File: src/rtl/flr_pkg.sv
// Constants for the flash LED operating control and trigger configuration registers
package flr_pkg;
    localparam logic [7:0] ADDR_OPERATING_CONTROL = 8'h06;
    localparam logic [7:0] ADDR_FLASH_TRIGGER_CONFIG = 8'h07;
    localparam int CTRL_MODE_LSB = 0;
    localparam int CTRL_RSVD_BIT = 2;
    localparam int CTRL_SINK_EN_BIT = 3;
    localparam int TRIG_TYPE_BIT = 6;
    localparam int TRIG_EN_BIT = 7;
    localparam logic [1:0] MODE_RESET = 2'h0;
    localparam logic SINK_EN_RESET = 1'b0;
    localparam logic TRIG_TYPE_RESET = 1'b1;
    localparam logic TRIG_EN_RESET = 1'b1;
    localparam logic [5:0] TRIG_LOW_RESET = 6'h00;
    localparam logic [1:0] MODE_SHUTDOWN = 2'h0;
    localparam logic [1:0] MODE_INDICATOR = 2'h1;
    localparam logic [1:0] MODE_ASSIST = 2'h2;
    localparam logic [1:0] MODE_FLASH = 2'h3;
    localparam logic [1:0] EXT_TORCH_SEL_ON = 2'h2;
    localparam int CLK_FREQ_HZ = 100_000_000;
    localparam int PWM_FREQ_HZ = 31_250;
    localparam int PWM_PERIOD_CYC = CLK_FREQ_HZ / PWM_FREQ_HZ;
    localparam int PWM_DUTY_W = 4;
    localparam int FLASH_TIME_MS = 72;
    localparam int FLASH_TIME_CYC = FLASH_TIME_MS * (CLK_FREQ_HZ / 1000);
    typedef enum logic {FS_IDLE, FS_FLASH} flr_flash_state_t;
endpackage

File: src/rtl/flr_regs.sv
// Operating control and flash trigger registers with mode and flash sequencing
`timescale 1ns/1ns
`default_nettype none
module flr_regs
    import flr_pkg::*;
#(
    parameter int FLASH_CYCLES = FLASH_TIME_CYC
) (
    input wire logic CLK_I,
    input wire logic RST_N_I,
    input wire logic REG_WE_I,
    input wire logic [7:0] REG_ADDR_I,
    input wire logic [7:0] REG_WDATA_I,
    output logic [7:0] REG_RDATA_O,
    input wire logic [7:0] LED_CURRENT_I,
    input wire logic [PWM_DUTY_W-1:0] INDICATOR_DUTY_I,
    input wire logic [1:0] EXT_TORCH_SEL_I,
    input wire logic TRIGGER_I,
    output logic SINK_EN_O,
    output logic [7:0] LED_CODE_O,
    output logic LED_ACTIVE_O,
    output logic EXT_TORCH_O,
    output logic FLASH_ACTIVE_O
);
    localparam int FC_W = $clog2(FLASH_CYCLES + 1);

    if (FLASH_CYCLES < 2) begin : g_flash_check
        $error("Flash duration must be at least two cycles");
    end

    ////////////////////////////////////////////////////////////////////////
    // Register storage
    logic [1:0] mode_reg;
    logic [1:0] mode_next;
    logic sink_en_reg;
    logic sink_en_next;
    logic trig_type_reg;
    logic trig_en_reg;
    logic [5:0] trig_low_reg;
    logic [7:0] rdata_reg;
    logic [7:0] rdata_next;

    wire wr_ctrl = REG_WE_I && (REG_ADDR_I == ADDR_OPERATING_CONTROL);
    wire wr_trig = REG_WE_I && (REG_ADDR_I == ADDR_FLASH_TRIGGER_CONFIG);

    ////////////////////////////////////////////////////////////////////////
    // Flash sequencing
    flr_flash_state_t state_reg;
    flr_flash_state_t state_next;
    logic [FC_W-1:0] fcnt_reg;
    logic [FC_W-1:0] fcnt_next;
    logic trig_prev_reg;

    wire flash_sel = (mode_reg == MODE_FLASH) && sink_en_reg;
    wire trig_rise = TRIGGER_I && !trig_prev_reg;
    // Trigger only acts while flash mode is selected and the input is enabled
    wire trig_start = trig_type_reg ? TRIGGER_I : trig_rise;
    wire flash_start = flash_sel && (trig_en_reg ? trig_start : 1'b1);
    wire flash_timeout = (32'(fcnt_reg) >= 32'(FLASH_CYCLES - 1));
    wire level_drop = trig_en_reg && trig_type_reg && !TRIGGER_I;
    wire flash_end = (state_reg == FS_FLASH) && (flash_timeout || level_drop);

    always_comb begin
        state_next = state_reg;
        fcnt_next = fcnt_reg;
        case (state_reg)
            FS_IDLE: begin
                fcnt_next = '0;
                if (flash_start) begin
                    state_next = FS_FLASH;
                end
            end
            FS_FLASH: begin
                fcnt_next = fcnt_reg + 1'b1;
                if (flash_end || !flash_sel) begin
                    state_next = FS_IDLE;
                    fcnt_next = '0;
                end
            end
            default: begin
                state_next = FS_IDLE;
                fcnt_next = '0;
            end
        endcase
    end

    // A host write in the same cycle as the self clear takes precedence
    assign mode_next = wr_ctrl ? REG_WDATA_I[CTRL_MODE_LSB+:2] :
                       flash_end ? MODE_SHUTDOWN : mode_reg;
    assign sink_en_next = wr_ctrl ? REG_WDATA_I[CTRL_SINK_EN_BIT] :
                          flash_end ? 1'b0 : sink_en_reg;

    // Reserved control bit reads as zero; write data there is dropped
    wire [7:0] ctrl_rd = {4'h0, sink_en_reg, 1'b0, mode_reg};
    wire [7:0] trig_rd = {trig_en_reg, trig_type_reg, trig_low_reg};
    assign rdata_next = (REG_ADDR_I == ADDR_OPERATING_CONTROL) ? ctrl_rd :
                        (REG_ADDR_I == ADDR_FLASH_TRIGGER_CONFIG) ? trig_rd : 8'h00;

    ////////////////////////////////////////////////////////////////////////
    // Output selection
    logic pwm_on;
    flr_pwm #(
        .PERIOD(PWM_PERIOD_CYC),
        .DUTY_W(PWM_DUTY_W)
    ) u_pwm (
        .clk_i(CLK_I),
        .rst_n_i(RST_N_I),
        .en_i(sink_en_reg && (mode_reg == MODE_INDICATOR)),
        .duty_i(INDICATOR_DUTY_I),
        .pwm_o(pwm_on)
    );

    wire ext_torch = (mode_reg == MODE_SHUTDOWN) && (EXT_TORCH_SEL_I == EXT_TORCH_SEL_ON);
    wire [7:0] code_sel = (mode_reg == MODE_INDICATOR) ? {2'h0, LED_CURRENT_I[5:0]} :
                          (mode_reg == MODE_ASSIST) ? {1'b0, LED_CURRENT_I[6:0]} :
                          (mode_reg == MODE_FLASH) ? LED_CURRENT_I :
                          ext_torch ? {1'b0, LED_CURRENT_I[6:0]} : 8'h00;
    wire active_sel = (mode_reg == MODE_INDICATOR) ? pwm_on :
                      (mode_reg == MODE_ASSIST) ? 1'b1 :
                      (mode_reg == MODE_FLASH) ? (state_reg == FS_FLASH) : ext_torch;
    wire sink_on = sink_en_reg;
    wire [7:0] code_out_next = sink_on ? code_sel : 8'h00;
    wire active_out_next = sink_on && active_sel;
    wire torch_out_next = sink_on && ext_torch;

    logic [7:0] code_out_reg;
    logic active_out_reg;
    logic torch_out_reg;
    logic sink_out_reg;
    logic flash_out_reg;

    always_ff @(posedge CLK_I or negedge RST_N_I) begin
        if (!RST_N_I) begin
            mode_reg <= MODE_RESET;
            sink_en_reg <= SINK_EN_RESET;
            trig_type_reg <= TRIG_TYPE_RESET;
            trig_en_reg <= TRIG_EN_RESET;
            trig_low_reg <= TRIG_LOW_RESET;
            rdata_reg <= 8'h00;
        end else begin
            mode_reg <= mode_next;
            sink_en_reg <= sink_en_next;
            rdata_reg <= rdata_next;
            if (wr_trig) begin
                trig_type_reg <= REG_WDATA_I[TRIG_TYPE_BIT];
                trig_en_reg <= REG_WDATA_I[TRIG_EN_BIT];
                trig_low_reg <= REG_WDATA_I[5:0];
            end
        end
    end

    always_ff @(posedge CLK_I or negedge RST_N_I) begin
        if (!RST_N_I) begin
            state_reg <= FS_IDLE;
            fcnt_reg <= '0;
            trig_prev_reg <= 1'b0;
        end else begin
            state_reg <= state_next;
            fcnt_reg <= fcnt_next;
            trig_prev_reg <= TRIGGER_I;
        end
    end

    always_ff @(posedge CLK_I or negedge RST_N_I) begin
        if (!RST_N_I) begin
            code_out_reg <= 8'h00;
            active_out_reg <= 1'b0;
            torch_out_reg <= 1'b0;
            sink_out_reg <= 1'b0;
            flash_out_reg <= 1'b0;
        end else begin
            code_out_reg <= code_out_next;
            active_out_reg <= active_out_next;
            torch_out_reg <= torch_out_next;
            sink_out_reg <= sink_en_reg;
            flash_out_reg <= (state_reg == FS_FLASH);
        end
    end

    assign REG_RDATA_O = rdata_reg;
    assign SINK_EN_O = sink_out_reg;
    assign LED_CODE_O = code_out_reg;
    assign LED_ACTIVE_O = active_out_reg;
    assign EXT_TORCH_O = torch_out_reg;
    assign FLASH_ACTIVE_O = flash_out_reg;
endmodule
`default_nettype wire

File: src/rtl/flr_pwm.sv
// Indicator PWM generator with a fixed period and sixteen duty steps
`timescale 1ns/1ns
`default_nettype none
module flr_pwm
    import flr_pkg::*;
#(
    parameter int PERIOD = PWM_PERIOD_CYC,
    parameter int DUTY_W = PWM_DUTY_W
) (
    input wire logic clk_i,
    input wire logic rst_n_i,
    input wire logic en_i,
    input wire logic [DUTY_W-1:0] duty_i,
    output logic pwm_o
);
    localparam int CNT_W = $clog2(PERIOD);

    if (PERIOD < (2 ** DUTY_W) || (PERIOD % (2 ** DUTY_W)) != 0) begin : g_period_check
        $error("PWM period must be a multiple of the duty step count");
    end

    logic [CNT_W-1:0] cnt_reg;
    logic [CNT_W-1:0] cnt_next;
    logic pwm_reg;
    logic pwm_next;
    wire [31:0] thr = ((32'(duty_i) + 32'h1) * 32'(PERIOD)) >> DUTY_W;
    wire cnt_wrap = (32'(cnt_reg) == 32'(PERIOD - 1));

    assign cnt_next = (!en_i || cnt_wrap) ? '0 : cnt_reg + 1'b1;
    assign pwm_next = en_i && (32'(cnt_next) < thr);
    assign pwm_o = pwm_reg;

    always_ff @(posedge clk_i or negedge rst_n_i) begin
        if (!rst_n_i) begin
            cnt_reg <= '0;
            pwm_reg <= 1'b0;
        end else begin
            cnt_reg <= cnt_next;
            pwm_reg <= pwm_next;
        end
    end
endmodule
`default_nettype wire

File: config.mk
export PLATFORM = sky130hd
export DESIGN_NAME = flr_regs
export DESIGN_NICKNAME = d
export VERILOG_FILES = /design/src/rtl/flr_pkg.sv /design/src/rtl/flr_regs.sv /design/src/rtl/flr_pwm.sv
export SDC_FILE = /design/constraint.sdc
export NUM_CORES = 1
export LEC_CHECK = 0
export ABC_CLOCK_PERIOD_IN_PS = 2800
export BUFFER_PORTS_ARGS = -buffer_cell sky130_fd_sc_hd__buf_4
export CELL_PAD_IN_SITES_DETAIL_PLACEMENT = 0
export CELL_PAD_IN_SITES_GLOBAL_PLACEMENT = 1
export CORE_AREA = 2 2 92 94
export CTS_BUF_LIST = sky130_fd_sc_hd__clkbuf_8
export CTS_CLUSTER_DIAMETER = 50
export CTS_CLUSTER_SIZE = 30
export DETAILED_ROUTE_END_ITERATION = 12
export DIE_AREA = 0 0 94 96
export GPL_TIMING_DRIVEN = 0
export HOLD_SLACK_MARGIN = 0.03
export PLACE_DENSITY_LB_ADDON = 0.3
export SLEW_MARGIN = 20
export SYNTH_ARGS = -nofsm -noshare
export SYNTH_HDL_FRONTEND = slang
export SYNTH_SLANG_ARGS = --single-unit
File: constraint.sdc
create_clock -name CLK_I -period 2.8 [get_ports CLK_I]
set_input_delay 0.28 -clock CLK_I [delete_from_list [all_inputs] [get_ports CLK_I]]
set_output_delay 0.28 -clock CLK_I [all_outputs]
set_load 0.01 [all_outputs]
Word level (Yosys, flattened, before mapping)
Cells that the tools add are included.

storage, ports and cells
  output and inout bits = 20
  register bits = 69
  logic and storage cells = 74
  input bits = 34

operators by class
  muxes and demuxes = 22
  reduce and logical (&&, ||, !) cells = 22
  order comparisons = 2
  eq/ne operators = 7
  bitwise gates (word level) = 1
  multiply operators = 1
  $add $sub $neg = 3

operators with widths
  operator                                                               number
  8-bit two-way mux                                                      6
  23-bit case mux with 2 select lines                                    1
  32-bit by 5-bit multiplier with 25-bit output, second input constant   1
  12-bit by 28-bit < comparator with 1-bit output                        1
  23-bit by 1-bit adder with 23-bit output, second input constant        1
  23-bit >= comparator, second input constant                            1
  23-bit two-way mux                                                     1
  8-bit by 3-bit equality test with 1-bit output, second input constant  2
  1-bit logical AND                                                      13
  12-bit by 1-bit adder with 12-bit output, second input constant        1
  12-bit equality test, second input constant                            1
  12-bit two-way mux                                                     1
  1-bit two-way mux                                                      9
  7-bit two-way mux                                                      1
  2-bit equality test, second input constant                             3
  4-bit by 1-bit adder with 5-bit output, second input constant          1
  1-bit zero test                                                        4
  2-bit two-way mux                                                      2
  1-bit logical OR                                                       3
  2-bit by 1-bit equality test with 1-bit output, second input constant  1
  2-bit zero test                                                        1
  1-bit case mux with 2 select lines                                     1
  2-bit nonzero test                                                     1
  1-bit inverter                                                         1

Depth between registers and ports, before layout
Gate-level depths: netlist (run 1).

  depth after elaboration = 7
  gate-level depth with buffers = 17
  gate-level depth less buffers = 16

Modules after synthesis
From an unflattened synthesis (run 1), not the netlist that was laid out.

second synthesis, totals
  cell total of the unflattened synthesis = 352
  area total of the unflattened synthesis = 3718.6 µm²

by module, submodules not included
  module    sequential area each (µm²)  instances  area each (µm²)  cells each
  flr_regs  1403.8                      1          2556.2           231
  flr_pwm   325.3                       1          1162.4           121

Least setup slack after synthesis (run 1)
Ideal clock, no wire load.

  path type = input to register
  from = input port INDICATOR_DUTY_I[0]
  to = register u_pwm.pwm_reg, in the netlist u_pwm.pwm_o
  arrival time = 3.142 ns
  cell stages on the path = 14
  path buffers = 1
  setup time = 0.080 ns
  path slack = -0.423 ns
  required time = 2.720 ns
  cell sequence = buf_2 nand3_1 xor2_1 inv_1 ha_1 ha_1 ha_1 ha_1 xor2_1 ha_1 a21oi_1 nand2_1 a2111oi_0 o2bb2ai_1

between the ends
  cells in the longest elaborated chain, start to end = 4

RTL lines
  element                                          line            RTL
  from (decl)                                      flr_regs.sv:16  input wire logic [PWM_DUTY_W-1:0] INDICATOR_DUTY_I,
  4-bit by 1-bit adder with 5-bit output           flr_pwm.sv:26   wire [31:0] thr = ((32'(duty_i) + 32'h1) * 32'(PERIOD)) >> DUTY_W;
  32-bit by 5-bit multiplier with 25-bit output    flr_pwm.sv:26
  12-bit by 28-bit < comparator with 1-bit output  flr_pwm.sv:30   assign pwm_next = en_i && (32'(cnt_next) < thr);
  1-bit logical AND                                flr_pwm.sv:30
  net u_pwm.pwm_next                               flr_pwm.sv:25   logic pwm_next;
  to (signal assigned)                             flr_pwm.sv:39   pwm_reg <= pwm_next;
  to (decl)                                        flr_pwm.sv:24   logic pwm_reg;

The timed path passes the listed nets, and every way through them passes these cells.
A chain may end at the register's enable or synchronous reset.

Final worst setup path (run 1)
Ends and elaborated chain as after synthesis.

==> results of run 1 <==
routing by layer:
layer	routed length, µm	vias to the layer above	track usage
met2	3670	36	0.308
met4	80	0	0.0616
met5	0	-	0
met1	3150	1294	0.206
met3	188	6	0.0454
li1	-	1311	-
power by group through the flow:
stage | combinational [mW] | sequential (mW) | clock, mW
after floorplan | 0.166 | 1.03 | 0
after global placement | 0.259 | 1.03 | 0
after detailed placement | 0.265 | 1.03 | 0
after CTS | 0.278 | 1.01 | 0.863
after global routing | 0.306 | 1.01 | 0.908
final | 0.270 | 1.01 | 0.841
per-stage QoR:
| stage | total power, mW | cell area, µm² | std cells |
|---|---|---|---|
| 2_1_floorplan | 1.20 | 3820 | 338 |
| 6_report | 2.12 | 4620 | 513 |
| 3_3_place_gp | 1.29 | 4340 | 495 |
| 5_1_grt | 2.23 | 4620 | 513 |
| 3_5_place_dp | 1.30 | 4340 | 495 |
| 4_1_cts | 2.15 | 4610 | 514 |
cell families (layout without fill, tap and decap cells):
logic type / count (synthesis) / in the layout / synth area share
adders and majority gates: 26 / 26 / 0.0881
xor gates and xnor gates: 37 / 37 / 0.0878
and+or+nand+nor: 144 / 144 / 0.226
muxes: 15 / 15 / 0.0434
buffers and inverters: 20 / 90 / 0.0278
AOI/OAI and AO/OA: 27 / 27 / 0.0586
DFF: 69 / 69 / 0.468
final cells by class:
type / count / share of cell area
Sequential cell: 69 / 0.375
Clock inverter: 5 / 0.0127
Inverter: 11 / 0.00895
Timing Repair Buffer: 55 / 0.0895
Clock buffer: 11 / 0.0328
Tap cell: 105 / 0.0285
Buffer: 8 / 0.0146
Multi-Input combinational cell: 249 / 0.438
worst max-delay path, stage by stage:
cell and delay [ns]:
buf_4 0.12, buf_8 0.13, nand3_4 0.07, xor2_4 0.16, inv_2 0.08, ha_4 0.25, ha_4 0.27, ha_4 0.20
ha_4 0.28, nand2_1 0.05, nor2_1 0.09, nor2_1 0.06, xor2_1 0.14, ha_1 0.31, nand4_1 0.13, a21oi_2 0.05
a2111oi_2 0.20, o2bb2ai_1 0.16
cells in the mapped netlist (3+ instances only):
cell type	count
buf_6	3
dfrtp_1	67
nand4_1	11
and3_1	11
o21ai_0	3
xor2_1	28
a31oi_1	5
mux2_2	7
nand3_1	15
nor2_1	46
nand2_1	18
inv_1	11
nor2b_1	4
ha_1	26
mux2i_1	7
and2_1	10
and4_1	4
clkbuf_1	4
nor4_1	4
xnor2_1	9
nand3b_1	3
a21oi_1	6
worst max-delay path by stage:
stage / start / end / slack [ns] / cells past startpoint
6_report: INDICATOR_DUTY_I[0] / u_pwm.pwm_o / 0.03 / 18
2_1_floorplan: INDICATOR_DUTY_I[0] / u_pwm.pwm_o / -0.07 / 15
3_5_place_dp: INDICATOR_DUTY_I[0] / u_pwm.pwm_o / -0.45 / 16
5_1_grt: INDICATOR_DUTY_I[1] / u_pwm.pwm_o / -0.09 / 16
4_1_cts: INDICATOR_DUTY_I[0] / u_pwm.pwm_o / 0.003 / 18
3_3_place_gp: INDICATOR_DUTY_I[0] / u_pwm.pwm_o / -0.44 / 16
what timing repair did:
action	in CTS	in global routing
gates resized for setup	6	2
cloned	0	0
setup endpoints to repair	1	1
pin swaps	3	0
setup buffers	3	0
==> flow_metrics.py, run 1 <==
metrics = {
    "status": {
        "outcome": "finished clean",
    },
    "yosys": {
        "yosysSeqAreaShare": 0.468,
        "synthesis.area_mm2": 0.00369,
        "syn_area_per_cell_um2": 10.9,
        "async_flop_share": 1.00,
        "synth-edff-count": 0,
        "synth.distinct_cells": 51,
        "yosys_warnings": 0,
        "synth_top_area_cell": "dfrtp_1",
        "synth_top_area_share": 0.454,
        "synth_area_leaders": "dfrtp_1 (45%), ha_1 (8.8%), xor2_1 (6.6%)",
        "syn-num-nets": 398,
        "ys_ff_latch": 69,
        "netlist_instances": 338,
        "synth_top_flop_cell": "dfrtp_1",
    },
    "finish": {
        "final_common_cell": "dfrtp_1",
        "n_antenna_cell": 0,
        "layout-drive-gt1-share": 0.287,
        "final_util": 0.573,
        "largest_reg_flops": 23,
        "final_cell_mix": "dfrtp_1 (67), buf_4 (56), nor2_1 (44)",
        "register_area_mm2": 0.00173,
        "fill_cells": 688,
        "multi_input_area_mm2": 0.00202,
        "fin_nets": 463,
        "syn_to_final_growth_pct": 25.0,
    },
    "timing": {
        "period_share": 0.990,
        "rsz0062_at_grt": "true",
        "finalWorstSetupSlack_ns": 0.0273,
        "maxSlewHeadroom": 0.432,
        "fin_worst_skew_ns": 0.0107,
        "timing.hold.ws_ns": 0.0241,
        "clock.fmax_mhz": 361,
        "setup_violations": 0,
        "period_needed_ns": 2.77,
        "hold_viol_final": 0,
        "maxSlewViolCount": 0,
        "finalSetupTns_ns": 0,
        "worstMarginPinSlew_ns": 0.851,
    },
    "global_route": {
        "antenna_found_initial": 0,
        "grtUsageTotal": 0.174,
        "gr-total-overflow": 0,
        "grt_max_degree": 70,
        "grt_first_pass_wirelength_mm": 12.2,
        "grt_pass1_vias": 2648,
    },
    "detailed_routing": {
        "dr.pass1.iters": 4,
        "drc": 0,
        "vias": 2647,
        "via_per_inst": 5.16,
        "wl_per_cell_um": 13.8,
        "routed_wl_mm": 7.09,
        "drt_iter0_drc": 81,
        "drt.antenna.violating_nets": 0,
    },
    "place": {
        "globalplace.congestion": 0.777,
        "io_buffers": 52,
        "dp_hpwl_mm": 5.05,
        "place_ws_ns": -0.447,
    },
    "floorplan": {
        "row_count": 33,
        "die_h_um": 96,
        "die_x_um": 94,
        "die-area_mm2": 0.00902,
        "initial_core_util": 0.459,
        "core_region_area_mm2": 0.00805,
        "ios": 54,
    },
    "power_and_ir_drop": {
        "combPwrFrac": 0.127,
        "p_int_mw": 1.60,
        "power_switching_share": 0.245,
        "seqPwrFrac": 0.477,
        "power.density_mw_per_mm2": 460,
        "leakage_nw": 2.16,
        "power.share.clock": 0.396,
        "ir_worst_vdd_mv": 0.303,
        "switchingPower_mw": 0.520,
    },
    "clock_network": {
        "cts_tree": "done",
        "ctsHoldBuffers": 0,
        "root_buffer": "clkbuf_8",
        "clock_path_buffers": 2,
        "clock-sinks": 69,
        "clock_latency_ns": 0.34,
        "htreeDepth": 3,
        "clk_pin_slew_worst_paths_ns": 0.08,
        "cts_inserted_buffers": 9,
    },
    "worst_setup_path": {
        "reg2reg_depth": 11,
        "cp.arrival_ns": 3.04,
        "crit_fanout": 7,
        "timing.rr.end": "u_pwm.pwm_o",
        "rrSetupSlack_ns": 0.21,
        "cp.required_ns": 3.07,
        "path_class": "primary input to flip-flop",
        "r2r-start": "u_pwm.cnt_reg[0]",
        "cp-start-kind": "primary input",
        "crit_path_end_kind": "flip-flop",
    },
    "worst_hold_path": {
        "hold_path.class": "primary input to asynchronous set/reset pin",
    },
    "run": {
        "maxCapViolations": 0,
    },
}
Power figures use the tool's default switching activity.
==> run 2, diff against run 1 <==
--- a/config.mk
+++ b/config.mk
@@ -5,16 +5,17 @@
 export SDC_FILE = /design/constraint.sdc
 export NUM_CORES = 1
 export LEC_CHECK = 0
+export ABC_AREA = 1
 export ABC_CLOCK_PERIOD_IN_PS = 2800
 export BUFFER_PORTS_ARGS = -buffer_cell sky130_fd_sc_hd__buf_4
 export CELL_PAD_IN_SITES_DETAIL_PLACEMENT = 0
 export CELL_PAD_IN_SITES_GLOBAL_PLACEMENT = 1
-export CORE_AREA = 2 2 92 94
+export CORE_AREA = 2 2 96 98
 export CTS_BUF_LIST = sky130_fd_sc_hd__clkbuf_8
 export CTS_CLUSTER_DIAMETER = 50
 export CTS_CLUSTER_SIZE = 30
 export DETAILED_ROUTE_END_ITERATION = 12
-export DIE_AREA = 0 0 94 96
+export DIE_AREA = 0 0 98 100
 export GPL_TIMING_DRIVEN = 0
 export HOLD_SLACK_MARGIN = 0.03
 export PLACE_DENSITY_LB_ADDON = 0.3
==> run 2 against run 1 <==
Effect of this change: the run now ends with setup timing left; hold slack better by 0.011 ns; routed wire length is 8.5% higher; via count is 16% higher; critical path type unchanged.
==> flow_metrics.py, run 2 <==
metrics = {
    "finish": {
        "largest_reg_flops": 23,
        "layout-drive-gt1-share": 0.206,
        "n_antenna_cell": 0,
        "final_common_cell": "nor2_1",
        "fin_nets": 593,
        "syn_to_final_growth_pct": 26.2,
        "final_cell_mix": "nor2_1 (81), nand2_1 (78), inv_1 (74)",
        "final_cells": 649,
    },
    "timing": {
        "maxSlewHeadroom": 0.435,
        "maxSlewViolCount": 0,
        "finalWorstSetupSlack_ns": -0.00121,
        "setup_violations": 1,
        "rsz0062_at_grt": "true",
        "period_needed_ns": 2.80,
        "fin_worst_skew_ns": 0.00763,
        "period_share": 1.00,
        "hold_viol_final": 0,
        "worstMarginPinSlew_ns": 0.847,
        "finalSetupTns_ns": -0.00121,
        "clock.fmax_mhz": 357,
    },
    "global_route": {
        "grt_pass1_vias": 3055,
        "grtUsageTotal": 0.170,
        "grt_max_degree": 70,
        "gr-total-overflow": 0,
        "antenna_found_initial": 0,
        "grt_first_pass_wirelength_mm": 13.5,
    },
    "floorplan": {
        "die-area_mm2": 0.00980,
        "ios": 54,
        "core_region_area_mm2": 0.00889,
        "initial_core_util": 0.426,
        "die_h_um": 100,
        "row_count": 35,
        "die_x_um": 98,
    },
    "detailed_routing": {
        "met3WireLength_um": 211,
        "drt.antenna.violating_nets": 0,
        "vias": 3079,
        "wl_met1_mm": 3.57,
        "routed_wl_mm": 7.69,
        "drc": 0,
        "wl_met2_mm": 3.79,
        "dr.max_layer_used": "met4",
        "via_per_inst": 4.74,
        "dr.pass1.iters": 5,
        "drt_iter0_drc": 93,
        "wl_per_cell_um": 11.9,
    },
    "power_and_ir_drop": {
        "power_mw": 2.14,
        "leakage_nw": 2.40,
        "ir_worst_vdd_mv": 0.311,
        "power.density_mw_per_mm2": 448,
    },
    "worst_setup_path": {
        "cp.required_ns": 3.07,
        "cp_cell_sequence": "buf_8 > clkbuf_16 > nand2_8 > inv_4 > nand2_4 > xor2_4 > inv_2 > ha_4 > ha_4 > ha_4 > ha_4 > nand2_2 > inv_2 > a21oi_2 > xor2_1 > ha_1 > a21oi_1 > o21ai_1 > a21oi_2 > nand2_1 > a21oi_2",
        "cpMostUsedCell": "ha_4",
        "cp-start-kind": "primary input",
        "critPathSlowestCell": "ha_1",
        "cp.arrival_ns": 3.07,
        "crit_buf_inv": 5,
        "cpPeakStageDelay_ns": 0.32,
        "crit_fanout": 3,
        "worst_path_dominant_cell_family": "adder cells",
        "crit_path_end_kind": "flip-flop",
        "path_class": "primary input to flip-flop",
    },
    "clock_network": {
        "htreeDepth": 3,
        "ctsHoldBuffers": 0,
        "clock_latency_ns": 0.34,
        "cts_tree": "done",
        "clock_path_buffers": 2,
        "clock-sinks": 69,
        "root_buffer": "clkbuf_8",
        "cts_inserted_buffers": 9,
        "clk_pin_slew_worst_paths_ns": 0.07,
    },
    "yosys": {
        "yosys_warnings": 0,
        "syn_area_per_cell_um2": 8.14,
        "synth-edff-count": 0,
        "synthTopCellsByCount": "nand2_1 (82), nor2_1 (82), inv_1 (77), dfrtp_1 (67)",
        "synth.distinct_cells": 27,
        "async_flop_share": 1.00,
        "synth_top_area_cell": "dfrtp_1",
        "synth_area_leaders": "dfrtp_1 (44%), ha_1 (8.6%), nand2_1 (8.1%)",
        "synthesis.area_mm2": 0.00379,
        "synth_top_area_share": 0.443,
        "ys_ff_latch": 69,
        "yosysSeqAreaShare": 0.457,
        "syn-num-nets": 525,
        "synth_top_flop_cell": "dfrtp_1",
        "netlist_instances": 465,
    },
    "worst_hold_path": {
        "hold_path.class": "primary input to asynchronous set/reset pin",
    },
    "place": {
        "io_buffers": 53,
        "numPlacedInstances": 629,
        "dp_hpwl_mm": 5.92,
        "globalplace.congestion": 0.834,
    },
    "status": {
        "violations": "setup timing",
        "outcome": "finished, violations left",
    },
    "run": {
        "maxCapViolations": 0,
    },
}
## run 2: layer usage
layer  vias to the layer above  global-route usage
met4                         0              0.0513
met2                        34               0.282
li1                       1601                   -
met5                         -                   0
met1                      1430               0.220
met3                        14              0.0432
## run 2: area by class of cell
cell class / instances / area [µm²]
Tap cell: 111 / 139
Buffer: 4 / 55.1
Clock buffer: 11 / 151
Fill cell: 821 / 4110
Sequential cell: 69 / 1730
Inverter: 77 / 292
Multi-Input combinational cell: 315 / 1930
Clock inverter: 5 / 51.3
Timing Repair Buffer: 57 / 435
## run 2: repair_timing
item / in CTS / in global routing
resized for setup: 10 / 9
setup endpoints to repair: 1 / 1
hold endpoints to repair: 0 / 0
pin swaps: 14 / 12
setup buffers: 4 / 0
## run 2: worst reg2reg max path: stages, from the launching register on
cell     delay, ns
dfrtp_1       0.40
inv_1         0.15
nand2_1       0.10
nor2_1        0.25
nand2_1       0.29
nor3b_1       0.39
ha_1          0.30
a21oi_1       0.12
o21ai_0       0.12
a21oi_2       0.15
nand2_1       0.07
a21oi_2       0.13
## run 2: kinds of logic (layout without fill, tap and decap cells)
group | count (synthesis) | after routing | share of synthesized area
AOI/OAI and AO/OA | 41 | 41 | 0.0575
xor gates and xnor gates | 27 | 27 | 0.0624
adders and majority gates | 26 | 26 | 0.0859
buffers and inverters | 81 | 154 | 0.0852
DFF | 69 | 69 | 0.457
and+or+nand+nor | 221 | 221 | 0.252
## run 2: path summary, 6_finish.rpt
check	startpoint	end	slack (ns)	cells after the start
max	INDICATOR_DUTY_I[0]	u_pwm.pwm_o	-0.001	21
min	RST_N_I	LED_CODE_O[1]	0.04	1
max reg2reg	mode_reg[1]	u_pwm.pwm_o	0.25	11
min reg2reg	sink_en_reg	SINK_EN_O	0.47	0
max in group asynchronous	RST_N_I	u_pwm.cnt_reg[10]	2.20	1
min in group CLK_I	TRIGGER_I	trig_prev_reg	0.06	1
## run 2: stage by stage
step	util	instance area, µm²	setup slack (ns)	hold slack, ns
after floorplan	-	3920	-0.186	-0.0156
after global placement	0.501	4460	-0.575	0.407
after detailed placement	0.501	4460	-0.603	0.409
after CTS	0.533	4740	-0.111	0.0456
after global routing	0.538	4780	-0.145	0.0373
final	0.538	4780	-0.00121	0.0352
## run 2: where the power goes
group          internal (mW)  leakage [nW]  switching (mW)
Sequential              1.01         0.926         0.00602
Combinational          0.152          1.37           0.172
Clock                  0.453         0.112           0.345
Total                   1.62          2.40           0.524
==> run 3, diff against run 2 <==
--- a/config.mk
+++ b/config.mk
@@ -7,15 +7,15 @@
 export LEC_CHECK = 0
 export ABC_AREA = 1
 export ABC_CLOCK_PERIOD_IN_PS = 2800
-export BUFFER_PORTS_ARGS = -buffer_cell sky130_fd_sc_hd__buf_4
 export CELL_PAD_IN_SITES_DETAIL_PLACEMENT = 0
 export CELL_PAD_IN_SITES_GLOBAL_PLACEMENT = 1
-export CORE_AREA = 2 2 96 98
+export CORE_AREA = 2 2 91 93
 export CTS_BUF_LIST = sky130_fd_sc_hd__clkbuf_8
 export CTS_CLUSTER_DIAMETER = 50
 export CTS_CLUSTER_SIZE = 30
 export DETAILED_ROUTE_END_ITERATION = 12
-export DIE_AREA = 0 0 98 100
+export DIE_AREA = 0 0 93 95
+export DONT_BUFFER_PORTS = 1
 export GPL_TIMING_DRIVEN = 0
 export HOLD_SLACK_MARGIN = 0.03
 export PLACE_DENSITY_LB_ADDON = 0.3
==> run 3 against run 2 <==
Effect of this change: the flow now finishes without violations; total power decreased by 0.85%; maximum frequency increased by 1.6%; die area decreased by 9.8%; utilization increased by 1.6 points; sequential power about the same; hold slack improved by 0.011 ns; via count decreased by 5.7%; setup slack improved by 0.045 ns; flip-flop and latch count unchanged; first-iteration DRC count increased by 91%; sequential share of layout area increased by 3.2 points; largest power group unchanged.
==> flow_metrics.py, run 3 (synthesized netlist as in run 2, its figures left out) <==
metrics = {
    "finish": {
        "layout-drive-gt1-share": 0.106,
        "final_common_cell": "nor2_1",
        "largest_reg_flops": 23,
        "final_area_mm2": 0.00439,
        "register_area_mm2": 0.00173,
        "final_cells": 594,
        "fin_nets": 544,
        "fill_cells": 767,
        "syn_to_final_growth_pct": 15.9,
        "multi_input_area_mm2": 0.00188,
        "n_antenna_cell": 0,
        "final_cell_mix": "nor2_1 (82), nand2_1 (79), inv_1 (74)",
    },
    "run": {
        "maxCapViolations": 0,
    },
    "worst_setup_path": {
        "worst_path_dominant_cell_family": "adder cells",
        "cp_cell_sequence": "clkbuf_16 > nand2_8 > inv_4 > nand2_4 > xor2_2 > inv_2 > ha_4 > ha_4 > ha_4 > ha_4 > nand2_2 > inv_2 > a21oi_2 > xor2_1 > ha_1 > nand2_1 > inv_1 > nand3_2 > nor3_2 > nand2_1 > nand2_1 > a21oi_2",
        "reg2reg_depth": 11,
        "critical_path.endpoint": "u_pwm.pwm_o",
        "crit_start": "INDICATOR_DUTY_I[0]",
        "crit_buf_inv": 5,
        "rrSetupSlack_ns": 0.28,
        "cp.required_ns": 3.02,
        "crit_path_end_kind": "flip-flop",
        "path_class": "primary input to flip-flop",
        "cpPeakStageDelay_ns": 0.31,
        "r2r-start": "mode_reg[1]",
        "cpMostUsedCell": "ha_4",
        "critPathSlowestCell": "ha_1",
        "cp.arrival_ns": 2.97,
        "crit_fanout": 7,
        "cp-start-kind": "primary input",
        "timing.rr.end": "u_pwm.pwm_o",
        "cp.depth": 22,
    },
    "clock_network": {
        "clock_latency_ns": 0.33,
        "clock_path_buffers": 2,
        "cts_tree": "done",
        "cts_inserted_buffers": 9,
        "clock-sinks": 69,
        "root_buffer": "clkbuf_8",
        "htreeDepth": 3,
        "clk_pin_slew_worst_paths_ns": 0.08,
    },
    "floorplan": {
        "core_region_area_mm2": 0.00793,
        "die_h_um": 95,
        "ios": 54,
        "die_x_um": 93,
        "die-area_mm2": 0.00884,
        "initial_core_util": 0.478,
        "row_count": 33,
    },
    "place": {
        "globalplace.congestion": 0.856,
        "io_buffers": 0,
        "dp_hpwl_mm": 5.66,
        "postPlaceCellArea_mm2": 0.00405,
        "numPlacedInstances": 570,
    },
    "power_and_ir_drop": {
        "ir_worst_vdd_mv": 0.277,
        "leakage_nw": 2.15,
        "power_mw": 2.12,
        "power.density_mw_per_mm2": 484,
    },
    "timing": {
        "clock.fmax_mhz": 363,
        "period_share": 0.984,
        "worstMarginPinSlew_ns": 0.814,
        "period_needed_ns": 2.76,
        "maxSlewViolCount": 0,
        "maxSlewHeadroom": 0.453,
        "hold_viol_final": 0,
        "rsz0062_at_grt": "true",
        "finalSetupTns_ns": 0,
        "setup_violations": 0,
        "fin_worst_skew_ns": 0.0113,
    },
    "detailed_routing": {
        "via_per_inst": 4.89,
        "dr.pass1.iters": 4,
        "routed_wl_mm": 7.64,
        "wl_per_cell_um": 12.9,
        "drc": 0,
        "drt_iter0_drc": 178,
        "vias": 2902,
        "drt.antenna.violating_nets": 0,
    },
    "worst_hold_path": {
        "hold_path.class": "primary input to flip-flop",
    },
    "global_route": {
        "gr-total-overflow": 0,
        "grt_max_degree": 70,
        "antenna_found_initial": 0,
        "grtUsageTotal": 0.188,
        "grt_first_pass_wirelength_mm": 12.9,
        "grt_pass1_vias": 2832,
    },
    "status": {
        "outcome": "finished clean",
    },
}
run 3: changes by cell type in the layout (fill, tap and decap cells not counted), sizes merged:
cell         change
buf             -55
dlygate4sd3      +6
clkinvlp         +2
inv              -2
run 3: power by group:
| group | switching [mW] | leakage [nW] | internal [mW] |
|---|---|---|---|
| sequential | 0.00792 | 0.926 | 1.01 |
| combinational | 0.149 | 1.12 | 0.117 |
| clock | 0.378 | 0.102 | 0.460 |
run 3: worst min-delay path by stage:
stage	endpoint	from	slack, ns	cells after the start
2_1_floorplan	EXT_TORCH_O	RST_N_I	-0.02	0
3_3_place_gp	LED_CODE_O[2]	RST_N_I	-0.01	0
3_5_place_dp	LED_CODE_O[1]	RST_N_I	-0.01	0
4_1_cts	LED_CODE_O[4]	LED_CURRENT_I[4]	0.03	2
5_1_grt	LED_CODE_O[3]	LED_CURRENT_I[3]	0.03	2
6_report	LED_CODE_O[4]	LED_CURRENT_I[4]	0.05	2
run 3: repair_timing:
action / in CTS / in global routing
hold endpoints to repair: 74 / 0
pin swaps: 2 / 2
hold buffers: 7 / 0
setup buffers: 1 / 0
gates resized for setup: 1 / 7
endpoints found under the setup margin: 1 / 1
run 3: worst reg2reg max path, stage by stage (launching register included):
cell     delay [ns]
dfrtp_1        0.40
inv_1          0.16
nand2_1        0.10
nor2_1         0.24
nand2_1        0.30
nor3b_1        0.40
ha_1           0.31
a21oi_1        0.11
o21ai_0        0.09
a21oi_1        0.14
nand2_1        0.07
a21oi_2        0.13
run 3: area by class of cell:
type | count | share of cell area
buffer | 4 | 0.0125
clock buffer | 11 | 0.0345
clock inverter | 5 | 0.0134
inverter | 77 | 0.0664
multi-input combinational | 315 | 0.428
sequential | 69 | 0.394
tap | 105 | 0.0299
timing repair buffer | 8 | 0.0217
run 3: per-layer routing:
metal / GRT usage / share of wire
met1: 0.229 / 0.45
met2: 0.333 / 0.52
met3: 0.0455 / 0.026
met4: 0.0515 / 0.0047
met5: 0 / 0
run 3: metrics by stage:
stage / hold WS, ns / setup WS (ns) / util
after floorplan: -0.0156 / -0.186 / -
after global placement: -0.0143 / -0.413 / 0.511
after detailed placement: -0.0141 / -0.430 / 0.511
final: 0.0461 / 0.0437 / 0.554
after CTS: 0.0305 / 0.0168 / 0.550
after global routing: 0.0341 / -0.0913 / 0.554
